`src/env_meas_pkg.sv`:
```
// Constants and carriers for the measurement control and result registers.
// Assumes a 10 MHz device clock and a byte-wide register port.
package env_meas_pkg;

   ////////////////////////////////////////////////////////////////////////////
   // Register offsets
   localparam logic [7:0] ADDR_MOISTURE_CONTROL = 8'hF2;
   localparam logic [7:0] ADDR_MEAS_CONTROL     = 8'hF4;
   localparam logic [7:0] ADDR_RATE_SETUP       = 8'hF5;
   localparam logic [7:0] ADDR_BARO_HIGH        = 8'hF7;
   localparam logic [7:0] ADDR_BARO_MID         = 8'hF8;
   localparam logic [7:0] ADDR_BARO_LOW         = 8'hF9;
   localparam logic [7:0] ADDR_THERMAL_HIGH     = 8'hFA;
   localparam logic [7:0] ADDR_THERMAL_MID      = 8'hFB;
   localparam logic [7:0] ADDR_THERMAL_LOW      = 8'hFC;
   localparam logic [7:0] ADDR_MOISTURE_HIGH    = 8'hFD;
   localparam logic [7:0] ADDR_MOISTURE_LOW     = 8'hFE;

   ////////////////////////////////////////////////////////////////////////////
   // Field encodings and reset values
   localparam logic [1:0]  MODE_SLEEP        = 2'h0;
   localparam logic [1:0]  MODE_NORMAL       = 2'h3;
   localparam logic [2:0]  OS_SKIP           = 3'h0;
   localparam logic [19:0] SKIPPED_WIDE      = 20'h80000;
   localparam logic [15:0] SKIPPED_MOISTURE  = 16'h8000;
   localparam logic [7:0]  CONTROL_RESET     = 8'h00;
   localparam logic [3:0]  LOW_NIBBLE_ZERO   = 4'h0;
   localparam logic [4:0]  MAX_SAMPLES       = 5'h10;

   ////////////////////////////////////////////////////////////////////////////
   // Standby interval timing
   localparam int unsigned CLK_FREQ_HZ = 10_000_000;
   localparam int unsigned CYC_PER_US  = CLK_FREQ_HZ / 1_000_000;
   localparam int unsigned STANDBY_W   = 24;
   // Interval per code, index 0 first, in microseconds
   localparam int unsigned STBY_US_0 = 500;
   localparam int unsigned STBY_US_1 = 62_500;
   localparam int unsigned STBY_US_2 = 125_000;
   localparam int unsigned STBY_US_3 = 250_000;
   localparam int unsigned STBY_US_4 = 500_000;
   localparam int unsigned STBY_US_5 = 1_000_000;
   localparam int unsigned STBY_US_6 = 10_000;
   localparam int unsigned STBY_US_7 = 20_000;
   localparam logic [7:0][STANDBY_W-1:0] STANDBY_CYCLES_DEF = {
      STANDBY_W'(STBY_US_7 * CYC_PER_US), STANDBY_W'(STBY_US_6 * CYC_PER_US),
      STANDBY_W'(STBY_US_5 * CYC_PER_US), STANDBY_W'(STBY_US_4 * CYC_PER_US),
      STANDBY_W'(STBY_US_3 * CYC_PER_US), STANDBY_W'(STBY_US_2 * CYC_PER_US),
      STANDBY_W'(STBY_US_1 * CYC_PER_US), STANDBY_W'(STBY_US_0 * CYC_PER_US)};

   ////////////////////////////////////////////////////////////////////////////
   // Register layouts
   typedef struct packed {
      logic [2:0] thermal_os;
      logic [2:0] baro_os;
      logic [1:0] mode;
   } meas_control_t;

   typedef struct packed {
      logic [2:0] standby_interval;
      logic [2:0] filter_coeff;
      logic       unused;
      logic       three_wire_select;
   } rate_setup_t;

endpackage : env_meas_pkg

```
`src/env_sensor_measure_control_regs.sv`:
```
// Measurement control, rate setup and raw result registers of the sensor.
// Assumes a serial slave engine on i_clk presenting one-cycle read and write
// strobes, and a converter that pulses i_result_valid when results are ready.
//
// Functional notes
// New moisture oversampling applies only after the next measurement control write.
// Measurement control bits 7:5 hold thermal oversampling.
// Measurement control bits 4:2 hold barometric oversampling.
// Measurement control bits 1:0 hold the operating mode.
// Oversampling 000 skips and forces 0x80000 (0x8000 for moisture); 1..4 give 1-8; 5+ give 16.
// Mode 00 sleep, 01/10 one forced measurement, 11 continuous normal.
// Rate setup writes ignored in normal mode, accepted otherwise.
// Rate setup bits 7:5 choose the idle time between normal cycles.
// Rate setup bits 4:2 choose filter: off, 2, 4, 8, 16 beyond.
// Rate setup bit 0 set selects three-wire serial port.
// Barometric result split over 0xF7, 0xF8 and upper nibble of 0xF9.
// Thermal result split over 0xFA, 0xFB and upper nibble of 0xFC.
// Moisture result high byte at 0xFD, low byte at 0xFE.
// Unused setup bit 1 and low result nibbles read zero, ignore writes.
`timescale 1ns/1ns

module env_sensor_measure_control_regs #(
   parameter logic [7:0][env_meas_pkg::STANDBY_W-1:0] STANDBY_CYCLES = env_meas_pkg::STANDBY_CYCLES_DEF
) (
   input  wire logic        i_clk,
   input  wire logic        i_reset,
   input  wire logic [7:0]  i_reg_addr,
   input  wire logic        i_reg_wr,
   input  wire logic [7:0]  i_reg_wdata,
   input  wire logic        i_reg_rd,
   output logic      [7:0]  o_reg_rdata,
   input  wire logic        i_result_valid,
   input  wire logic [19:0] i_raw_baro_value,
   input  wire logic [19:0] i_raw_thermal_value,
   input  wire logic [15:0] i_raw_moisture_value,
   output logic             o_measure_start,
   output logic             o_measuring,
   output logic      [4:0]  o_thermal_samples,
   output logic      [4:0]  o_baro_samples,
   output logic      [4:0]  o_moisture_samples,
   output logic      [4:0]  o_filter_coeff,
   output logic             o_three_wire_select
);

   ////////////////////////////////////////////////////////////////////////////
   // Elaboration checks
   for (genvar g = 0; g < 8; g++)
   begin : g_check
      if (STANDBY_CYCLES[g] == '0)
      begin : g_bad
         $error("Standby interval count must be at least one cycle");
      end
   end

   ////////////////////////////////////////////////////////////////////////////
   // Decoding of the oversampling fields (os_count) and of the filter field (filter_count)
   function automatic logic [4:0] os_count(input logic [2:0] code);
      case (code)
         3'h0:    os_count = 5'h00;
         3'h1:    os_count = 5'h01;
         3'h2:    os_count = 5'h02;
         3'h3:    os_count = 5'h04;
         3'h4:    os_count = 5'h08;
         default: os_count = env_meas_pkg::MAX_SAMPLES;
      endcase
   endfunction : os_count

   function automatic logic [4:0] filter_count(input logic [2:0] code);
      case (code)
         3'h0:    filter_count = 5'h00;
         3'h1:    filter_count = 5'h02;
         3'h2:    filter_count = 5'h04;
         3'h3:    filter_count = 5'h08;
         default: filter_count = env_meas_pkg::MAX_SAMPLES;
      endcase
   endfunction : filter_count

   function automatic logic is_forced(input logic [1:0] mode);
      is_forced = (mode != env_meas_pkg::MODE_SLEEP) && (mode != env_meas_pkg::MODE_NORMAL);
   endfunction : is_forced

   ////////////////////////////////////////////////////////////////////////////
   // Declarations
   typedef enum logic [1:0] {SEQ_IDLE, SEQ_CONVERT, SEQ_STANDBY} seq_state_t;

   seq_state_t                    state_r;
   env_meas_pkg::meas_control_t   meas_r;
   env_meas_pkg::rate_setup_t     setup_r;
   logic [2:0]                    moisture_os_r;
   logic [2:0]                    moisture_os_eff_r;
   logic [19:0]                   baro_r;
   logic [19:0]                   thermal_r;
   logic [15:0]                   moisture_r;
   logic [env_meas_pkg::STANDBY_W-1:0] standby_cnt_r;
   logic [7:0]                    rdata_nxt;
   logic                          wr_meas;
   logic                          wr_moisture;
   logic                          wr_setup;
   logic                          capture;
   logic                          forced_done;

   assign wr_meas     = i_reg_wr && (i_reg_addr == env_meas_pkg::ADDR_MEAS_CONTROL);
   assign wr_moisture = i_reg_wr && (i_reg_addr == env_meas_pkg::ADDR_MOISTURE_CONTROL);
   assign wr_setup    = i_reg_wr && (i_reg_addr == env_meas_pkg::ADDR_RATE_SETUP);
   assign capture     = (state_r == SEQ_CONVERT) && i_result_valid;
   assign forced_done = capture && is_forced(meas_r.mode);

   ////////////////////////////////////////////////////////////////////////////
   // Control registers
   always_ff @(posedge i_clk)
   begin
      if (i_reset)
      begin
         meas_r <= env_meas_pkg::CONTROL_RESET;
      end
      else if (wr_meas)
      begin
         // A host write is newer than the forced-mode return to sleep
         meas_r <= i_reg_wdata;
      end
      else if (forced_done)
      begin
         meas_r.mode <= env_meas_pkg::MODE_SLEEP;
      end
   end

   always_ff @(posedge i_clk)
   begin
      if (i_reset)
      begin
         moisture_os_r     <= env_meas_pkg::OS_SKIP;
         moisture_os_eff_r <= env_meas_pkg::OS_SKIP;
      end
      else
      begin
         if (wr_moisture)
         begin
            moisture_os_r <= i_reg_wdata[2:0];
         end
         if (wr_meas)
         begin
            // Staged copy only goes live with the measurement control write
            moisture_os_eff_r <= moisture_os_r;
         end
      end
   end

   always_ff @(posedge i_clk)
   begin
      if (i_reset)
      begin
         setup_r <= env_meas_pkg::CONTROL_RESET;
      end
      else if (wr_setup && (meas_r.mode != env_meas_pkg::MODE_NORMAL))
      begin
         setup_r        <= i_reg_wdata;
         setup_r.unused <= 1'b0;
      end
   end

   ////////////////////////////////////////////////////////////////////////////
   // Measurement sequencer
   always_ff @(posedge i_clk)
   begin
      if (i_reset)
      begin
         state_r         <= SEQ_IDLE;
         standby_cnt_r   <= '0;
         o_measure_start <= 1'b0;
      end
      else
      begin
         o_measure_start <= 1'b0;
         case (state_r)
            SEQ_IDLE:
            begin
               if (meas_r.mode != env_meas_pkg::MODE_SLEEP)
               begin
                  state_r         <= SEQ_CONVERT;
                  o_measure_start <= 1'b1;
               end
            end
            SEQ_CONVERT:
            begin
               if (i_result_valid)
               begin
                  if (meas_r.mode == env_meas_pkg::MODE_NORMAL)
                  begin
                     state_r       <= SEQ_STANDBY;
                     standby_cnt_r <= STANDBY_CYCLES[setup_r.standby_interval] - 1'b1;
                  end
                  else
                  begin
                     state_r <= SEQ_IDLE;
                  end
               end
            end
            SEQ_STANDBY:
            begin
               if (meas_r.mode != env_meas_pkg::MODE_NORMAL)
               begin
                  // Leaving normal mode cancels the idle wait
                  state_r <= SEQ_IDLE;
               end
               else if (standby_cnt_r == '0)
               begin
                  state_r         <= SEQ_CONVERT;
                  o_measure_start <= 1'b1;
               end
               else
               begin
                  standby_cnt_r <= standby_cnt_r - 1'b1;
               end
            end
            default:
            begin
               state_r <= SEQ_IDLE;
            end
         endcase
      end
   end

   ////////////////////////////////////////////////////////////////////////////
   // Result capture, skipped channels forced to their marker value
   always_ff @(posedge i_clk)
   begin
      if (i_reset)
      begin
         baro_r     <= env_meas_pkg::SKIPPED_WIDE;
         thermal_r  <= env_meas_pkg::SKIPPED_WIDE;
         moisture_r <= env_meas_pkg::SKIPPED_MOISTURE;
      end
      else if (capture)
      begin
         baro_r     <= (meas_r.baro_os == env_meas_pkg::OS_SKIP) ?
                       env_meas_pkg::SKIPPED_WIDE : i_raw_baro_value;
         thermal_r  <= (meas_r.thermal_os == env_meas_pkg::OS_SKIP) ?
                       env_meas_pkg::SKIPPED_WIDE : i_raw_thermal_value;
         moisture_r <= (moisture_os_eff_r == env_meas_pkg::OS_SKIP) ?
                       env_meas_pkg::SKIPPED_MOISTURE : i_raw_moisture_value;
      end
   end

   ////////////////////////////////////////////////////////////////////////////
   // Decoded settings toward the converter and serial port
   always_ff @(posedge i_clk)
   begin
      if (i_reset)
      begin
         o_thermal_samples   <= '0;
         o_baro_samples      <= '0;
         o_moisture_samples  <= '0;
         o_filter_coeff      <= '0;
         o_three_wire_select <= 1'b0;
         o_measuring         <= 1'b0;
      end
      else
      begin
         o_thermal_samples   <= os_count(meas_r.thermal_os);
         o_baro_samples      <= os_count(meas_r.baro_os);
         o_moisture_samples  <= os_count(moisture_os_eff_r);
         o_filter_coeff      <= filter_count(setup_r.filter_coeff);
         o_three_wire_select <= setup_r.three_wire_select;
         o_measuring         <= (state_r == SEQ_CONVERT) && !i_result_valid;
      end
   end

   ////////////////////////////////////////////////////////////////////////////
   // Read path; unmapped offsets read zero
   always_comb
   begin
      case (i_reg_addr)
         env_meas_pkg::ADDR_MOISTURE_CONTROL: rdata_nxt = {5'h00, moisture_os_r};
         env_meas_pkg::ADDR_MEAS_CONTROL:     rdata_nxt = meas_r;
         env_meas_pkg::ADDR_RATE_SETUP:       rdata_nxt = setup_r;
         env_meas_pkg::ADDR_BARO_HIGH:        rdata_nxt = baro_r[19:12];
         env_meas_pkg::ADDR_BARO_MID:         rdata_nxt = baro_r[11:4];
         env_meas_pkg::ADDR_BARO_LOW:         rdata_nxt = {baro_r[3:0], env_meas_pkg::LOW_NIBBLE_ZERO};
         env_meas_pkg::ADDR_THERMAL_HIGH:     rdata_nxt = thermal_r[19:12];
         env_meas_pkg::ADDR_THERMAL_MID:      rdata_nxt = thermal_r[11:4];
         env_meas_pkg::ADDR_THERMAL_LOW:      rdata_nxt = {thermal_r[3:0], env_meas_pkg::LOW_NIBBLE_ZERO};
         env_meas_pkg::ADDR_MOISTURE_HIGH:    rdata_nxt = moisture_r[15:8];
         env_meas_pkg::ADDR_MOISTURE_LOW:     rdata_nxt = moisture_r[7:0];
         default:                             rdata_nxt = 8'h00;
      endcase
   end

   always_ff @(posedge i_clk)
   begin
      if (i_reset)
      begin
         o_reg_rdata <= 8'h00;
      end
      else if (i_reg_rd)
      begin
         o_reg_rdata <= rdata_nxt;
      end
   end
endmodule : env_sensor_measure_control_regs

```
`config.mk`:
```
export PLATFORM = sky130hd
export DESIGN_NAME = env_sensor_measure_control_regs
export DESIGN_NICKNAME = d
export VERILOG_FILES = /design/src/env_meas_pkg.sv /design/src/env_sensor_measure_control_regs.sv
export SDC_FILE = /design/constraint.sdc
export NUM_CORES = 1
export LEC_CHECK = 0
export ABC_AREA = 1
export BUFFER_PORTS_ARGS = -buffer_cell sky130_fd_sc_hd__buf_2
export CORE_ASPECT_RATIO = 0.7
export CORE_MARGIN = 5
export CORE_UTILIZATION = 25
export CTS_CLUSTER_DIAMETER = 60
export CTS_CLUSTER_SIZE = 10
export DETAILED_ROUTE_END_ITERATION = 16
export GPL_TIMING_DRIVEN = 0
export PLACE_DENSITY = 0.52
export SYNTH_ARGS = -nofsm -noshare
export SYNTH_HDL_FRONTEND = slang
export SYNTH_SLANG_ARGS = --single-unit
```
`constraint.sdc`:
```
create_clock -name i_clk -period 4.62 [get_ports i_clk]
set_input_delay 0.693 -clock i_clk [delete_from_list [all_inputs] [get_ports i_clk]]
set_output_delay 0.693 -clock i_clk [all_outputs]
set_load 0.01 [all_outputs]
```
# == Word-level counts from Yosys, hierarchy flattened ==
# Memory sizes are Yosys's and may differ from the RTL's. A register that Yosys moved wholly into a read port is not among the register bits.
# Index checks and enable logic that the tools add are counted.
# word_totals
register_bits,134
romBits,192
input_bits,77
output_inout_bits,31
elab_cells,109
mem_count,1
# classes
addsub,2
n_lt_le_gt_ge,1
eq_ne,36
n_mux,28
reduce_logical,20
# mem_list
memory,words,width,read_ports,rd_clocked_by_memory_dff,wr,line_no,text
(name not given),8,24,1,1,0,env_sensor_measure_control_regs.sv:190,standby_cnt_r <= STANDBY_CYCLES[setup_r.standby_interval] - 1'b1;
# ops
operator,n
$mux 24,5
$eq 8x8->1 const B,11
$pmux 8 s11,1
$pmux 5 s5,3
$pmux 24 s2,1
$sub 24x1->24 const B,2
$mux 20,2
$eq 3x2->1 const B,8
$logic_not 24->1,1
$pmux 5 s4,1
$mux 16,1
$mux 2,7
$eq 3x1->1 const B,4
$logic_not 3->1,4
$ne 2x2->1 const B,5
$eq 3x3->1 const B,3
$logic_and 1x1->1,8
$mux 3,2
$pmux 2 s3,1
$reduce_bool 2->1,3
$reduce_and 5->1,1
$eq 2x2->1 const B,2
$lt 3x4->1 const B,1
$mux 1,3
7 further kinds,7

# == Longest topological paths before layout ==
# logic_depth
depth_word,6
ltp_mapped,14
depth_no_buf,13

# == Least setup slack after synthesis ==
# No wires, ideal clock.
# synth_path
kind,in2reg
from,in i_reg_addr[5]
to,reg with a tool-made name
setup_ps,117
t_arrival_ps,2239
t_required_ps,4503
setup_slack_ps,2264
cell_stages,11
n_path_buf,0
path_cell_list,nand2_1 > nor2_4 > nand4_1 > or2_2 > nand3_1 > inv_1 > ha_1 > inv_1 > nor2_1 > inv_1 > o21ai_1
# synth_rtl
element,line_no,text
from (decl),env_sensor_measure_control_regs.sv:27,"input wire logic [7:0] i_reg_addr,"

==> run_results.csv <==
group,metric,value,unit
global_route,grt_residual_overflow,0,
sta,worst-slew-pin-transition,723,ps
cts,cts_tree,"yes",
cts,cts-resized-gates,0,
yosys,async_flop_share,0,
floorplanning,io_pins,108,
worst_setup_path,cp-end-kind,"register",
cts,cts_max_level,4,
power_and_ir_drop,clkPwrFrac,0.508,
yosys,ys_types,34,
placed_design,routabilityCongestion,0.967,
yosys,synth.yosys.seq_area_share,0.418,
worst_setup_path,startpoint_type,"input port",
yosys,synth.yosys.warnings,0,
floorplanning,die_h,153,µm
yosys,mappedNetlistNets,1167,
worst_setup_path,crit_path_max_fanout,10,
routing,via_count,7532,
cts,clkLatencyLatePin,430,ps
worst_setup_path,critical_path.most_common_cell,"inv_1",
worst_setup_path,timing.critical_path.slowest_cell_delay,310,ps
sta,drv_slew,0,
final_layout,register_area,3040,µm²
power_and_ir_drop,vdd_drop_max,266,µV
global_route,grt_use_total,0.163,
placed_design,place.port_buffers,105,
power_and_ir_drop,pwr-share-seq,0.455,
yosys,syn_area,7280,µm²
cts,cts-buffers-inserted,17,
worst_setup_path,arrival_time_worst_endpoint,2780,ps
hold_path,hp-class,"reg -> reg",
sta,finalHoldViolations,0,
routing,final_antenna_net_count,0,
global_route,grt_max_degree,17,
global_route,grt_antenna_before_repair,2,
global_route,grt_first_pass_wirelength,41500,µm
power_and_ir_drop,power.net_switching,0.670,mW
power_and_ir_drop,netSwitchingFraction,0.232,
sta,post-route-min-period,2470,ps
floorplanning,initial_utilization,0.253,
sta,max_freq,0.404,GHz
sta,fin_tns_setup,0,ps
power_and_ir_drop,fin_total_pwr,2.89,mW
worst_setup_path,crit_path_cell_trace,"buf_2 -> nand2_1 -> nor2_4 -> nand4_1 -> clkbuf_1 -> nand2_1 -> nand3_1 -> inv_1 -> ha_1 -> inv_1 -> nor2_1 -> inv_1 -> o21ai_1",
routing,drt-pass1-iter-count,5,
yosys,post_synth.cell_area_avg,6.75,µm²
routing,avgViaCountPerCell,4.72,
power_and_ir_drop,p_leak,4.17,nW
sta,timing.clock.skew,13.2,ps
sta,grt_setup_unrepaired,"no",
power_and_ir_drop,share_of_total_power_in_combinational_logic,0.037,
job,maxCapViolCount,0,
routing,routed_wl,27500,µm
worst_setup_path,critical_path_required,4930,ps
routing,drt_first_iter_violations,651,
worst_setup_path,critical_path.slowest_cell,"nor2_4",
final_layout,multiInputGateArea,3540,µm²
final_layout,fillCellCount,3196,
floorplanning,floorplan.rows,52,
final_layout,layout-area-overhead-vs-synth,22.0,%
floorplanning,design.core.area,28800,µm²
power_and_ir_drop,p_per_area,325,nW/µm²
cts,cts_root_buffer,"clkbuf_16",
placed_design,place.detailed.hpwl,21500,µm
floorplanning,floorplan.die_area,32700,µm²
cts,ctsHoldBuffers,0,
cts,clock_path_buffers,2,
worst_setup_path,critical_path_class,"in -> reg",
worst_setup_path,cp_top_family,"simple AND/OR/NAND/NOR gates",
global_route,first_global_vias,6983,
yosys,total_of_flip_flops_plus_latches_after_synthesis,152,
cts,post-cts-setup-buffers,0,
final_layout,net_count_of_the_finished_layout,1291,
routing,route.detailed.drc,0,
final_layout,fraction_of_final_layout_cells_sized_beyond_drive_strength_1,0.140,
final_layout,finish.utilization,0.308,
sta,maxSlewHeadroom,0.518,
cts,clk_pin_slew_worst_paths,60,ps
sta,final_min_period_over_clock_period,0.535,
yosys,synthFlopType,"dfxtp_1",
worst_setup_path,crit_buf_inv,5,
floorplanning,floorplan.die.width,214,µm
routing,route.detailed.wl_per_inst,17.2,µm
yosys,edff_count_synth,0,
yosys,synthCells,1079,
status,status,"complete, no violations",
power_and_ir_drop,p_int,2.22,mW
sta,setup_viol,0,
cts,clock_sinks,152,
[cell usage after synthesis, types with 3 or more instances]
cell type | instances | area, µm²
a21oi_1 | 100 | 500
clkbuf_1 | 25 | 93.8
ha_1 | 11 | 138
inv_2 | 5 | 18.8
nand3_1 | 92 | 460
nor2_1 | 134 | 503
nor2_4 | 4 | 45.0
o21ai_0 | 93 | 465
buf_1 | 9 | 33.8
nand3b_1 | 6 | 45.0
buf_2 | 8 | 40.0
o211ai_1 | 3 | 22.5
nand2_2 | 6 | 37.5
nand2_1 | 234 | 878
a211oi_1 | 15 | 113
dfxtp_1 | 152 | 3040
o21ai_1 | 4 | 20.0
nor2_2 | 5 | 31.3
nor4_1 | 13 | 81.3
nor3_1 | 11 | 55.1
xor2_1 | 3 | 26.3
buf_4 | 5 | 37.5
inv_1 | 120 | 450
nand4_1 | 9 | 56.3
[power groups by stage]
| stage | Combinational (mW) | Clock, mW | Sequential [mW] |
|---|---|---|---|
| after CTS | 0.105 | 1.48 | 1.32 |
| after detailed placement | 0.104 | 0 | 1.34 |
| after global routing | 0.116 | 1.54 | 1.31 |
| final | 0.107 | 1.47 | 1.32 |
| after global placement | 0.104 | 0 | 1.34 |
| after floorplan | 0.0410 | 0 | 1.34 |
[stage by stage]
stage               std cells  setup slack, ps  area (µm²)  hold slack, ps
global route             1596             1930        8880             453
finish                   1596             2150        8880             438
global placement         1562             1780        8280             419
CTS                      1594             2190        8870             441
detailed placement       1562             1750        8280             420
floorplan                1079             2260        7280             397
[area by class of cell]
| type | count | area share |
|---|---|---|
| repair buffers | 105 | 0.0592 |
| flip-flops and latches | 152 | 0.343 |
| plain buffers | 49 | 0.0256 |
| multi-input cells | 752 | 0.398 |
| clock buffers | 22 | 0.0511 |
| clock inverters | 10 | 0.0159 |
| inverters | 126 | 0.0533 |
| well taps | 378 | 0.0533 |
| diodes | 2 | 0.000564 |
[cells in the final DEF, fill, tap and decap left out, types with 5 or more instances in the layout]
cell and instances:
nor2_1 134, nand2_2 6, a211oi_1 15, buf_4 5
a21oi_1 100, clkbuf_16 17, clkbuf_1 29, nor4_1 13
buf_2 113, dfxtp_1 152, ha_1 11, buf_1 9
inv_1 120, nand4_1 9, nor2_2 5, o21ai_0 93
nand3b_1 6, nand3_1 92, nor3_1 11, inv_2 5
nand2_1 234
[logic make-up (layout without fill, tap and decap cells)]
logic type | Yosys count | count (layout) | share of synthesized area
other | 1 | 3 | 0.000515
xor gates and xnor gates | 4 | 4 | 0.00481
and+or+nand+nor | 518 | 518 | 0.305
DFF | 152 | 152 | 0.418
AOI/OAI and AO/OA | 218 | 218 | 0.157
adders and majority gates | 11 | 11 | 0.0189
buffers and inverters | 175 | 312 | 0.0962
[metal layers]
layer / GRT usage / up-vias / part of all wire
li1: - / 3750 / -
met1: 0.266 / 3479 / 0.52
met2: 0.208 / 290 / 0.37
met3: 0.0435 / 13 / 0.10
met4: 0.0349 / 0 / 0.0076
met5: 0 / - / 0
[final timing paths]
check                startpoint           endpoint  slack (ps)  depth (start not counted)
setup / recovery  i_reg_addr[5]           register        2150                         13
hold / removal       setup_r[2]  o_filter_coeff[2]         440                          1
setup reg to reg      meas_r[1]           register        2170                         12
hold reg to reg      setup_r[2]  o_filter_coeff[2]         440                          1
Note: power is estimated with default switching activity, not from simulation.
